### src/hw/adc_port_pkg.sv
// Shared constants and types for the converter serial frame port
package adc_port_pkg;
  // Word length of every framed transfer
  localparam int WORD_BITS = 24;
  localparam int BIT_CNT_W = 5;
  localparam logic [BIT_CNT_W-1:0] WORD_BITS_CNT = 5'h18;
  // Self-clocking shift clock timing
  localparam int CLK_PERIOD_NS = 20;
  localparam int SCLK_PERIOD_NS = 160;
  localparam int SCLK_HALF_CYCLES = SCLK_PERIOD_NS / (2 * CLK_PERIOD_NS);
  localparam int HALF_CNT_W = 4;
  // Control register layout and reset value
  localparam int CTRL_OPMODE_MSB = 23;
  localparam int CTRL_OPMODE_LSB = 21;
  localparam int CTRL_UNIPOLAR_BIT = 12;
  localparam logic [WORD_BITS-1:0] CTRL_RESET = 24'h000000;
  localparam logic [2:0] OPMODE_NORMAL = 3'h0;
  // Buffer shape
  localparam int RESULT_FIFO_DEPTH = 8;

  // Outside pins, sampled together through the synchroniser
  typedef struct packed {
    logic wfs_n;
    logic rfs_n;
    logic mode;
    logic sclk;
    logic io;
    logic sel;
  } pins_t;

  localparam pins_t PINS_RESET = '{wfs_n: 1'b1, rfs_n: 1'b1, mode: 1'b0,
                                   sclk: 1'b0, io: 1'b0, sel: 1'b0};

  typedef enum logic [2:0] {
    ST_IDLE = 3'b001,
    ST_WRITE = 3'b010,
    ST_READ = 3'b100
  } port_state_t;

  // All state of the port
  typedef struct packed {
    pins_t sync1;
    pins_t sync2;
    pins_t last;
    port_state_t st;
    logic sclk;
    logic [HALF_CNT_W-1:0] half_cnt;
    logic [BIT_CNT_W-1:0] bit_cnt;
    logic [WORD_BITS-1:0] shreg;
    logic io_out;
    logic io_oe;
    logic ready_n;
    logic [WORD_BITS-1:0] result;
    logic [WORD_BITS-1:0] ctrl;
    logic ctrl_load;
    logic [WORD_BITS-1:0] cal;
    logic cal_load;
    logic sel;
  } port_regs_t;
endpackage : adc_port_pkg

### src/hw/adc_serial_frame_port.sv
// Result FIFO and serial frame port of the measurement converter
`timescale 1ns/1ps

module result_fifo #(
  parameter int WIDTH = 24,
  parameter int DEPTH = 8
) (
  input wire logic clk,
  input wire logic srst,
  input wire logic in_valid,
  output logic in_ready,
  input wire logic [WIDTH-1:0] in_data,
  output logic out_valid,
  input wire logic out_ready,
  output logic [WIDTH-1:0] out_data
);
  localparam int PW = $clog2(DEPTH);
  typedef struct packed {
    logic [PW-1:0] wp;
    logic [PW-1:0] rp;
    logic [PW:0] cnt;
  } fifo_regs_t;
  logic [WIDTH-1:0] mem [DEPTH];
  fifo_regs_t r_reg, r_next;
  logic push, pop;

  // Handshakes and pointer update
  always_comb begin
    in_ready = (r_reg.cnt != (PW+1)'(DEPTH));
    out_valid = (r_reg.cnt != '0);
    out_data = mem[r_reg.rp];
    push = in_valid & in_ready;
    pop = out_valid & out_ready;
    r_next = r_reg;
    if (push) begin
      r_next.wp = (r_reg.wp == PW'(DEPTH - 1)) ? '0 : r_reg.wp + 1'b1;
    end
    if (pop) begin
      r_next.rp = (r_reg.rp == PW'(DEPTH - 1)) ? '0 : r_reg.rp + 1'b1;
    end
    r_next.cnt = r_reg.cnt + (PW+1)'(push) - (PW+1)'(pop);
  end

  // Storage and pointer registers
  always_ff @(posedge clk) begin
    if (push) begin
      mem[r_reg.wp] <= in_data;
    end
    if (srst) begin
      r_reg <= '0;
    end else begin
      r_reg <= r_next;
    end
  end
endmodule : result_fifo

// What this block does
// - Self-clocking: shift clock starts only after a write or read strobe falls.
// - Self-clocking: read strobe low makes device drive clock and data.
// - External clocking: read strobe low makes device drive data only.
// - Result-ready goes low when a new result word is available.
// - Result-ready returns high after a full result word is shifted out.
// - Result-ready also goes low when calibration finishes.
// - Result reads drive data only after read strobe low and ready low.
// - Write data captured on shift clock rising edges during write strobe.
// - Results: natural binary unipolar, offset binary bipolar.
// - Data line writes control and calibration, reads those and results.
// - Only full 24-bit writes load; clocks past the 24th are ignored.
module adc_serial_frame_port
  import adc_port_pkg::*;
#(
  parameter int FIFO_DEPTH = RESULT_FIFO_DEPTH
) (
  input wire logic clk,
  input wire logic srst,
  input wire logic self_clock_mode,
  input wire logic register_select,
  input wire logic write_frame_strobe_n,
  input wire logic read_frame_strobe_n,
  input wire logic sclk_in,
  output logic sclk_out,
  output logic sclk_oe,
  input wire logic serial_io_in,
  output logic serial_io_out,
  output logic serial_io_oe,
  output logic result_ready_n,
  input wire logic result_valid,
  output logic result_ready,
  input wire logic [WORD_BITS-1:0] result_code,
  input wire logic cal_done,
  input wire logic [WORD_BITS-1:0] cal_read_data,
  output logic [WORD_BITS-1:0] ctrl_word,
  output logic ctrl_load,
  output logic [WORD_BITS-1:0] cal_write_data,
  output logic cal_load
);
  port_regs_t r_reg, r_next;
  pins_t pins;
  logic fifo_valid, fifo_pop;
  logic [WORD_BITS-1:0] fifo_code, coded;
  logic self_mode, tick, clk_run, rise, fall;
  logic wfs_fall, rfs_fall, wfs_high, rfs_high, full;

  // Pin bundle entering the synchroniser
  assign pins = '{wfs_n: write_frame_strobe_n, rfs_n: read_frame_strobe_n,
                  mode: self_clock_mode, sclk: sclk_in, io: serial_io_in,
                  sel: register_select};

  // Buffer between the converter and the port
  result_fifo #(
    .WIDTH(WORD_BITS),
    .DEPTH(FIFO_DEPTH)
  ) u_fifo (
    .clk(clk),
    .srst(srst),
    .in_valid(result_valid),
    .in_ready(result_ready),
    .in_data(result_code),
    .out_valid(fifo_valid),
    .out_ready(fifo_pop),
    .out_data(fifo_code)
  );

  // Edge and clock events derived from synchronised pins
  always_comb begin
    self_mode = r_reg.sync2.mode;
    wfs_fall = r_reg.last.wfs_n & ~r_reg.sync2.wfs_n;
    rfs_fall = r_reg.last.rfs_n & ~r_reg.sync2.rfs_n;
    wfs_high = r_reg.sync2.wfs_n;
    rfs_high = r_reg.sync2.rfs_n;
    full = (r_reg.bit_cnt == WORD_BITS_CNT);
    tick = (r_reg.half_cnt == HALF_CNT_W'(SCLK_HALF_CYCLES - 1));
    // Self clock keeps running until the last low phase is restored
    clk_run = (r_reg.st != ST_IDLE) & (~full | r_reg.sclk);
    if (self_mode) begin
      rise = clk_run & tick & ~r_reg.sclk;
      fall = clk_run & tick & r_reg.sclk;
    end else begin
      rise = ~r_reg.last.sclk & r_reg.sync2.sclk;
      fall = r_reg.last.sclk & ~r_reg.sync2.sclk;
    end
  end

  // Output coding: two's complement in, unipolar or offset binary out
  always_comb begin
    coded = fifo_code;
    if (!r_reg.ctrl[CTRL_UNIPOLAR_BIT]) begin
      coded[WORD_BITS-1] = ~fifo_code[WORD_BITS-1];
    end
  end

  // New result accepted only while the previous one has been consumed
  assign fifo_pop = fifo_valid & r_reg.ready_n & (r_reg.st == ST_IDLE);

  // Next-state logic of the port
  always_comb begin
    r_next = r_reg;
    r_next.sync1 = pins;
    r_next.sync2 = r_reg.sync1;
    r_next.last = r_reg.sync2;
    r_next.ctrl_load = 1'b0;
    r_next.cal_load = 1'b0;
    // Self-clock divider runs only inside a frame
    if (self_mode & clk_run) begin
      r_next.half_cnt = tick ? '0 : r_reg.half_cnt + 1'b1;
      if (tick) begin
        r_next.sclk = ~r_reg.sclk;
      end
    end else begin
      r_next.half_cnt = '0;
      r_next.sclk = 1'b0;
    end
    if (fifo_pop) begin
      r_next.result = coded;
      r_next.ready_n = 1'b0;
    end
    case (r_reg.st)
      ST_IDLE: begin
        r_next.bit_cnt = '0;
        r_next.io_oe = 1'b0;
        if (wfs_fall) begin
          r_next.st = ST_WRITE;
          r_next.sel = r_reg.sync2.sel;
        end else if (rfs_fall) begin
          r_next.sel = r_reg.sync2.sel;
          if (!r_reg.sync2.sel) begin
            r_next.shreg = r_reg.ctrl;
            r_next.st = ST_READ;
          end else if (r_reg.ctrl[CTRL_OPMODE_MSB:CTRL_OPMODE_LSB]
                       != OPMODE_NORMAL) begin
            r_next.shreg = cal_read_data;
            r_next.st = ST_READ;
          end else if (!r_reg.ready_n) begin
            r_next.shreg = r_reg.result;
            r_next.st = ST_READ;
          end
          if (r_next.st == ST_READ) begin
            r_next.io_oe = 1'b1;
            r_next.io_out = r_next.shreg[WORD_BITS-1];
          end
        end
      end
      ST_WRITE: begin
        if (rise & ~full) begin
          r_next.shreg = {r_reg.shreg[WORD_BITS-2:0],
                          r_reg.sync2.io};
          r_next.bit_cnt = r_reg.bit_cnt + 1'b1;
        end
        if (wfs_high) begin
          r_next.st = ST_IDLE;
          r_next.sclk = 1'b0; // A cut frame must not leave the clock high
          if (full & ~r_reg.sel) begin
            r_next.ctrl = r_reg.shreg;
            r_next.ctrl_load = 1'b1;
          end else if (full) begin
            r_next.cal = r_reg.shreg;
            r_next.cal_load = 1'b1;
          end
        end
      end
      ST_READ: begin
        if (rise & ~full) begin
          r_next.bit_cnt = r_reg.bit_cnt + 1'b1;
          if ((r_reg.bit_cnt == WORD_BITS_CNT - 1'b1) & r_reg.sel &
              (r_reg.ctrl[CTRL_OPMODE_MSB:CTRL_OPMODE_LSB]
               == OPMODE_NORMAL)) begin
            r_next.ready_n = 1'b1;
          end
        end
        if (fall & ~full) begin
          r_next.shreg = {r_reg.shreg[WORD_BITS-2:0], 1'b0};
          r_next.io_out = r_reg.shreg[WORD_BITS-2];
        end
        if (rfs_high) begin
          r_next.st = ST_IDLE;
          r_next.sclk = 1'b0; // A cut frame must not leave the clock high
          r_next.io_oe = 1'b0;
        end
      end
      default: begin
        r_next.st = ST_IDLE;
        r_next.io_oe = 1'b0;
      end
    endcase
    // Calibration end wins over a clear in the same cycle
    if (cal_done) begin
      r_next.ready_n = 1'b0;
    end
  end

  // State register
  always_ff @(posedge clk) begin
    if (srst) begin
      r_reg <= '{sync1: PINS_RESET, sync2: PINS_RESET, last: PINS_RESET,
                 st: ST_IDLE, ready_n: 1'b1, ctrl: CTRL_RESET,
                 default: '0};
    end else begin
      r_reg <= r_next;
    end
  end

  // Pin and user-side outputs
  assign sclk_out = r_reg.sclk;
  assign sclk_oe = self_mode & (r_reg.st != ST_IDLE);
  assign serial_io_out = r_reg.io_out;
  assign serial_io_oe = r_reg.io_oe;
  assign result_ready_n = r_reg.ready_n;
  assign ctrl_word = r_reg.ctrl;
  assign ctrl_load = r_reg.ctrl_load;
  assign cal_write_data = r_reg.cal;
  assign cal_load = r_reg.cal_load;
endmodule : adc_serial_frame_port

### config.mk
export PLATFORM = sky130hd
export DESIGN_NAME = adc_serial_frame_port
export DESIGN_NICKNAME = d
export VERILOG_FILES = /design/src/hw/adc_port_pkg.sv /design/src/hw/adc_serial_frame_port.sv
export SDC_FILE = /design/constraint.sdc
export NUM_CORES = 1
export LEC_CHECK = 0
export BUFFER_PORTS_ARGS = -buffer_cell sky130_fd_sc_hd__buf_2
export CAP_MARGIN = 20
export CELL_PAD_IN_SITES_DETAIL_PLACEMENT = 1
export CELL_PAD_IN_SITES_GLOBAL_PLACEMENT = 1
export CORE_MARGIN = 8
export CORE_UTILIZATION = 30
export CTS_CLUSTER_SIZE = 40
export DETAILED_ROUTE_END_ITERATION = 16
export PLACE_DENSITY = 0.64
export REMOVE_ABC_BUFFERS = 1
export SLEW_MARGIN = 0
export SYNTH_ARGS = -nofsm -noshare
export SYNTH_HDL_FRONTEND = slang
export SYNTH_HIERARCHICAL = 1
export SYNTH_SLANG_ARGS = --single-unit
### constraint.sdc
create_clock -name clk -period 3.45 [get_ports clk]
set_clock_uncertainty 0.05 [all_clocks]
set_input_delay 0.5175 -clock clk [delete_from_list [all_inputs] [get_ports clk]]
set_output_delay 0.5175 -clock clk [all_outputs]
set_load 0.1 [all_outputs]
==> impl_metrics.ini, run 1 <==
[flow_run]
max-cap-violations = 0

[floorplan]
die_w_um = 235
ios = 114
die_height_um = 235
dieArea_um2 = 55200
coreArea_um2 = 47500
row_count = 80
start_util_pct = 30.2

[logic_synthesis]
netlist_instances = 1133
synth_top_cell_area_share_pct = 40.1
yosysTopAreaCell = edfxtp_1
syn-cell-area_um2 = 14400
synth_seq_cells = 335
ys_async_sr_fraction_pct = 0
ys_warn_count = 6
synth_top_flop_cell = edfxtp_1
yosysSeqAreaShare_pct = 60.0
synthDistinctLibCells = 59
syn_area_per_cell_um2 = 12.7
synth_area_leaders = edfxtp_1 (40%), dfxtp_1 (20%), mux4_2 (7.5%), nand2_1 (4.6%), a21oi_1 (3.8%)
synth_edf_count = 192

[clocking]
cts_resized = 0
cts_buffers = 38
cts.sinks = 335
clock_path_buffers = 3
hold_buffers = 0
postCtsSetupRepairBufs = 0
clkTransAtPathRegs_ns = 0.06
insertion_delay_ns = 0.57
cts_tree = built
cts-htree-levels = 2
clockRootBuffer = clkbuf_16

[sta]
timing.hold.ws_ns = 0.101
timing.final.crit_period_ns = 2.81
period_share_pct = 81.5
setup_violations = 0
worst_slew_pin_slew_ns = 0.896
slew_headroom_pct = 40.1
fin_ws_ns = 0.638
fmax_ghz = 0.356
slew_violations = 0
rsz0062_at_grt = no
hold_violations = 0

[critical_path]
path_common_cell = ha_1
worst_setup_path_start_kind = register
crit_path_end_kind = register
crit_type = reg -> reg
crit_buf_inv = 3
max_stage_delay_ns = 0.41
slowest_stage = fa_1
crit_chain = inv_1 > ha_1 > or3b_1 > nand3_1 > inv_2 > and2_1 > ha_1 > inv_1 > ha_1 > fa_1 > xnor2_1 > nor2_1
cp.arrival_ns = 3.19
cp_max_fo = 26
cp_top_family = adder cells
worstPathRequired_ns = 3.83

[detailed_routing]
drc = 0
wl_um = 35800
firstDrtPassIters = 5
vias = 8803
avgRoutedWirePerCell_um = 19.6
dr.first_iter.drc_count = 463
via_per_inst = 4.81
drtAntennaViolNets = 0

[placement]
post-place-ws_ns = 0.614
dp_hpwl_um = 23800
gp_routability_congestion = 0.758
numPortBuffers = 113
place_inst = 1765

[pwr]
swShare_pct = 26.3
intPower_uw = 7300
sequentialPowerShare_pct = 46.7
powerDensity_nw_per_um2 = 604
max-vdd-ir-drop_uv = 295
clockPowerShare_pct = 38.7
p_switching_uw = 2610
p_comb_share_pct = 14.7
leakage_uw = 0.00560

[grt]
grt_pass1_vias = 9125
grt_usage_pct = 12.7
overflow = 0
grt_pass1_wl_um = 55600
grt_max_degree = 80
antenna_found_initial = 5

[cells_and_area]
drive_above_1_share_pct = 26.7
fin_nets = 1262
fin_cells = 1832
n_fill_cell = 5100
area_growth_pct = 14.2
largest_reg_flops = 192

[outcome]
outcome = finished clean

[hold_path]
hp-class = in -> reg
[power by group through the flow]
stage	clock [uW]	combinational, uW	sequential, uW
2_1_floorplan	0	889	4770
3_3_place_gp	0	1450	4700
3_5_place_dp	0	1480	4720
4_1_cts	3960	1480	4630
5_1_grt	4090	1590	4660
6_report	3830	1450	4630
[cells by family (layout without fill, tap and decap cells)]
kind of cell    Yosys count  count (layout)  share of synthesized area [%]
flops                   335             335                           60.0
other cells               0               1                              0
simple gates            314             314                           10.4
compound gates          200             200                           8.85
buf+inv                 158             241                           6.25
fa+ha+maj                14              14                           1.27
mux                     104             104                           12.7
xor+xnor                  8               8                          0.488
[final cells by class]
class / count / area [um^2] / area share, %
inverters: 33 / 124 / 0.755
repair buffers: 142 / 811 / 4.94
multi-input cells: 640 / 4900 / 29.8
clock buffers: 48 / 1020 / 6.20
well taps: 615 / 769 / 4.69
diodes: 1 / 2.50 / 0.0152
clock inverters: 18 / 165 / 1.01
flip-flops and latches: 335 / 8630 / 52.6
[cells in the final DEF, fill, tap and decap left out, types with 5 or more instances in the layout]
master and n:
nor3_1 12, buf_4 28, clkinv_1 6, nand3_1 9, o31ai_1 23, nor2_1 21
clkbuf_1 7, o211ai_1 26, xnor2_1 7, dfxtp_1 141, a21oi_1 108, nor2b_1 40
edfxtp_1 192, inv_1 32, nand2b_1 14, clkbuf_16 38, nand2_1 176, mux2_2 18
buf_2 112, mux2i_1 6, ha_1 13, mux4_2 48, mux2_4 32, or2_2 7
o311ai_0 24, clkinv_2 5
[worst paths after layout]
check / from / end / slack, ns / cells after the start
max: u_fifo/r_reg[2] / u_fifo/r_reg[2] / 0.64 / 12
min: read_frame_strobe_n / r_next[125] / 0.10 / 2
max reg2reg: u_fifo/r_reg[2] / u_fifo/r_reg[2] / 0.64 / 12
min reg2reg: r_next[125] / rfs_high / 0.36 / 1
[through the flow]
step	util, %	setup TNS [ns]	total power, uW	area [um^2]
4_1_cts	34.5	0	10100	16400
5_1_grt	34.5	0	10300	16400
3_5_place_dp	32.0	0	6190	15200
3_3_place_gp	32.0	0	6160	15200
6_report	34.5	0	9910	16400
2_1_floorplan	-	-29.48	5660	13600
[synth_stat cells, types with 2 or more instances]
cell	count
xnor2_1	7
or2_2	7
nand2_1	176
clkbuf_1	47
mux2i_1	6
edfxtp_1	192
o21bai_1	2
or3b_2	2
o21ai_0	4
ha_1	13
mux4_2	48
or3_1	2
a21oi_1	108
nor3b_1	2
nor3_1	16
mux2_2	18
inv_1	32
buf_6	4
buf_1	4
nand3_1	9
buf_12	4
and2_1	2
o22ai_1	2
buf_2	15
or3b_1	3
o311ai_0	24
o211ai_1	26
mux2_4	32
o21ai_1	2
nand4_1	4
nand2b_1	14
dfxtp_1	143
o31ai_1	23
nor2_1	25
buf_4	51
nor2b_1	40
or3_4	2
[per-layer routing]
layer  track usage (%)  part of all wire, %
met1              16.2                   45
met2              21.1                   48
met3              3.07                  4.4
met4              4.00                  2.5
met5                 0                 0.13
Note: power is estimated with default switching activity, not from simulation.
==> inputs of run 2 (changes only) <==
==> constraint.sdc (replaced) <==
create_clock -name clk -period 2.37 [get_ports clk]
set_clock_uncertainty 0.05 [all_clocks]
set_input_delay 0.3555 -clock clk [delete_from_list [all_inputs] [get_ports clk]]
set_output_delay 0.3555 -clock clk [all_outputs]
set_load 0.1 [all_outputs]
==> impl_metrics.ini, run 2 (synthesis gave the netlist of run 1 again) <==
[outcome]
outcome = complete, but fails checks
violations = negative setup slack

[grt]
grt_max_degree = 67
antenna_found_initial = 6
grt_pass1_wl_um = 57900
overflow = 0
grt_usage_pct = 13.2
grt_pass1_vias = 9693

[detailed_routing]
avgRoutedWirePerCell_um = 19.5
firstDrtPassIters = 4
via_per_inst = 4.76
wl_um = 36800
dr.first_iter.drc_count = 504
vias = 9004
drtAntennaViolNets = 0
drc = 0

[placement]
dp_hpwl_um = 25500
place_inst = 1804
post-place-ws_ns = -0.195
gp_routability_congestion = 0.775
numPortBuffers = 113

[hold_path]
hp-class = in -> reg
min_to = u_fifo/mem[7][14]
hp-start = result_code[14]
min_path_cells = 1

[sta]
rsz0062_at_grt = yes
slew_violations = 0
setup_violations = 2
worst_slew_pin_slew_ns = 0.741
timing.final.crit_period_ns = 2.40
hold_violations = 0
fin_ws_ns = -0.0311
slew_headroom_pct = 50.6
fmax_ghz = 0.416
period_share_pct = 101

[pwr]
max-vdd-ir-drop_uv = 594
leakage_uw = 0.00592
sequentialPowerShare_pct = 44.5
clockPowerShare_pct = 38.8
swShare_pct = 26.1
power_uw = 15100
p_switching_uw = 3930
powerDensity_nw_per_um2 = 883
p_comb_share_pct = 16.7
intPower_uw = 11200

[floorplan]
dieArea_um2 = 55200
ios = 114
die_height_um = 235
row_count = 80
coreArea_um2 = 47500
start_util_pct = 30.2
die_w_um = 235

[critical_path]
rrSetupSlack_ns = -0.03
crit_type = reg -> reg
r2r-start = u_fifo/r_reg[2]
timing.rr.end = u_fifo/r_reg[1]
cp.arrival_ns = 2.84
cp_max_fo = 3
r2r_cells = 11
worstPathRequired_ns = 2.81
worst_setup_path_start_kind = register
crit_path_end_kind = register

[cells_and_area]
fin_nets = 1315
multi_input_area_um2 = 4960
n_fill_cell = 5063
fin_cells = 1890
final_common_cell = edfxtp_1
area_growth_pct = 18.9
regArea_um2 = 8630
final_cell_mix = edfxtp_1 (192), nand2_1 (176), dfxtp_1 (139)
largest_reg_flops = 192
drive_above_1_share_pct = 30.2

[clocking]
insertion_delay_ns = 0.56
cts_buffers = 39
clockRootBuffer = clkbuf_16
cts.sinks = 335
clock_path_buffers = 3
cts-htree-levels = 2
clkTransAtPathRegs_ns = 0.06
cts_tree = built

[flow_run]
max-cap-violations = 0
run 2: changes by cell type in the layout (fill, tap and decap cells not counted), sizes merged:
cell	before	now
clkbuf	48	49
diode	1	2
buf	142	184
inv	33	34
clkinv	16	17
bufinv	1	3
dlygate4sd3	0	10
run 2: metrics by stage:
stage / utilization (%) / cell area [um^2] / setup TNS, ns / hold slack (ns)
floorplan: - / 13600 / -239.92 / 0.339
global placement: 32.8 / 15600 / -0.235 / 0.360
detailed placement: 32.8 / 15600 / -0.423 / 0.350
CTS: 35.9 / 17000 / 0 / 0.00183
global route: 35.9 / 17100 / -0.251 / 0.0276
finish: 35.9 / 17100 / -0.0478 / 0.0298
run 2: how the worst max path moves through the flow:
stage / start / end / slack [ns]
floorplan: u_fifo/r_reg[2] / u_fifo/mem[0][0] / -1.82
global placement: u_fifo/r_reg[2] / u_fifo/r_reg[2] / -0.15
global route: u_fifo/r_reg[3] / u_fifo/r_reg[2] / -0.12
CTS: u_fifo/r_reg[3] / u_fifo/r_reg[1] / 0.001
finish: u_fifo/r_reg[2] / u_fifo/r_reg[1] / -0.03
detailed placement: u_fifo/r_reg[2] / u_fifo/r_reg[2] / -0.19
run 2: metal layers:
metal / up-vias / global-route usage (%) / part of all wire (%)
met5: - / 0 / 0.060
met4: 4 / 4.44 / 2.6
met3: 64 / 2.53 / 3.9
met2: 152 / 22.0 / 48
met1: 4488 / 17.0 / 45
li1: 4296 / - / -
run 2: power groups by stage:
stage               Clock [uW]  Combinational (uW)  Sequential, uW
global placement             0                2290            6800
detailed placement           0                2350            6820
floorplan                    0                1290            6940
global route              6270                2740            6750
CTS                       6050                2500            6710
finish                    5860                2520            6710
run 2: what timing repair did:
item / 4_1_cts / 5_1_grt
gates resized for setup: 19 / 6
hold buffers: 10 / 0
buffers inserted: 2 / 1
endpoints found under the hold margin: 28 / 0
setup endpoints to repair: 5 / 21
pin swaps: 4 / 1
run 2: layout make-up:
type	count	area share, %
tap	615	4.50
clock inverter	22	1.28
inverter	33	0.725
sequential	335	50.5
antenna	2	0.0293
clock buffer	49	6.05
multi-input combinational	640	29.0
timing repair buffer	194	7.87
run 2: worst max-delay path: stages (launching register included):
cell and delay [ns]:
dfxtp_2 0.31, inv_2 0.07, ha_4 0.11, or3b_4 0.40
nand3_4 0.10, inv_2 0.05, and2_4 0.15, ha_4 0.25
inv_2 0.04, ha_4 0.15, fa_2 0.51, nor2b_1 0.13
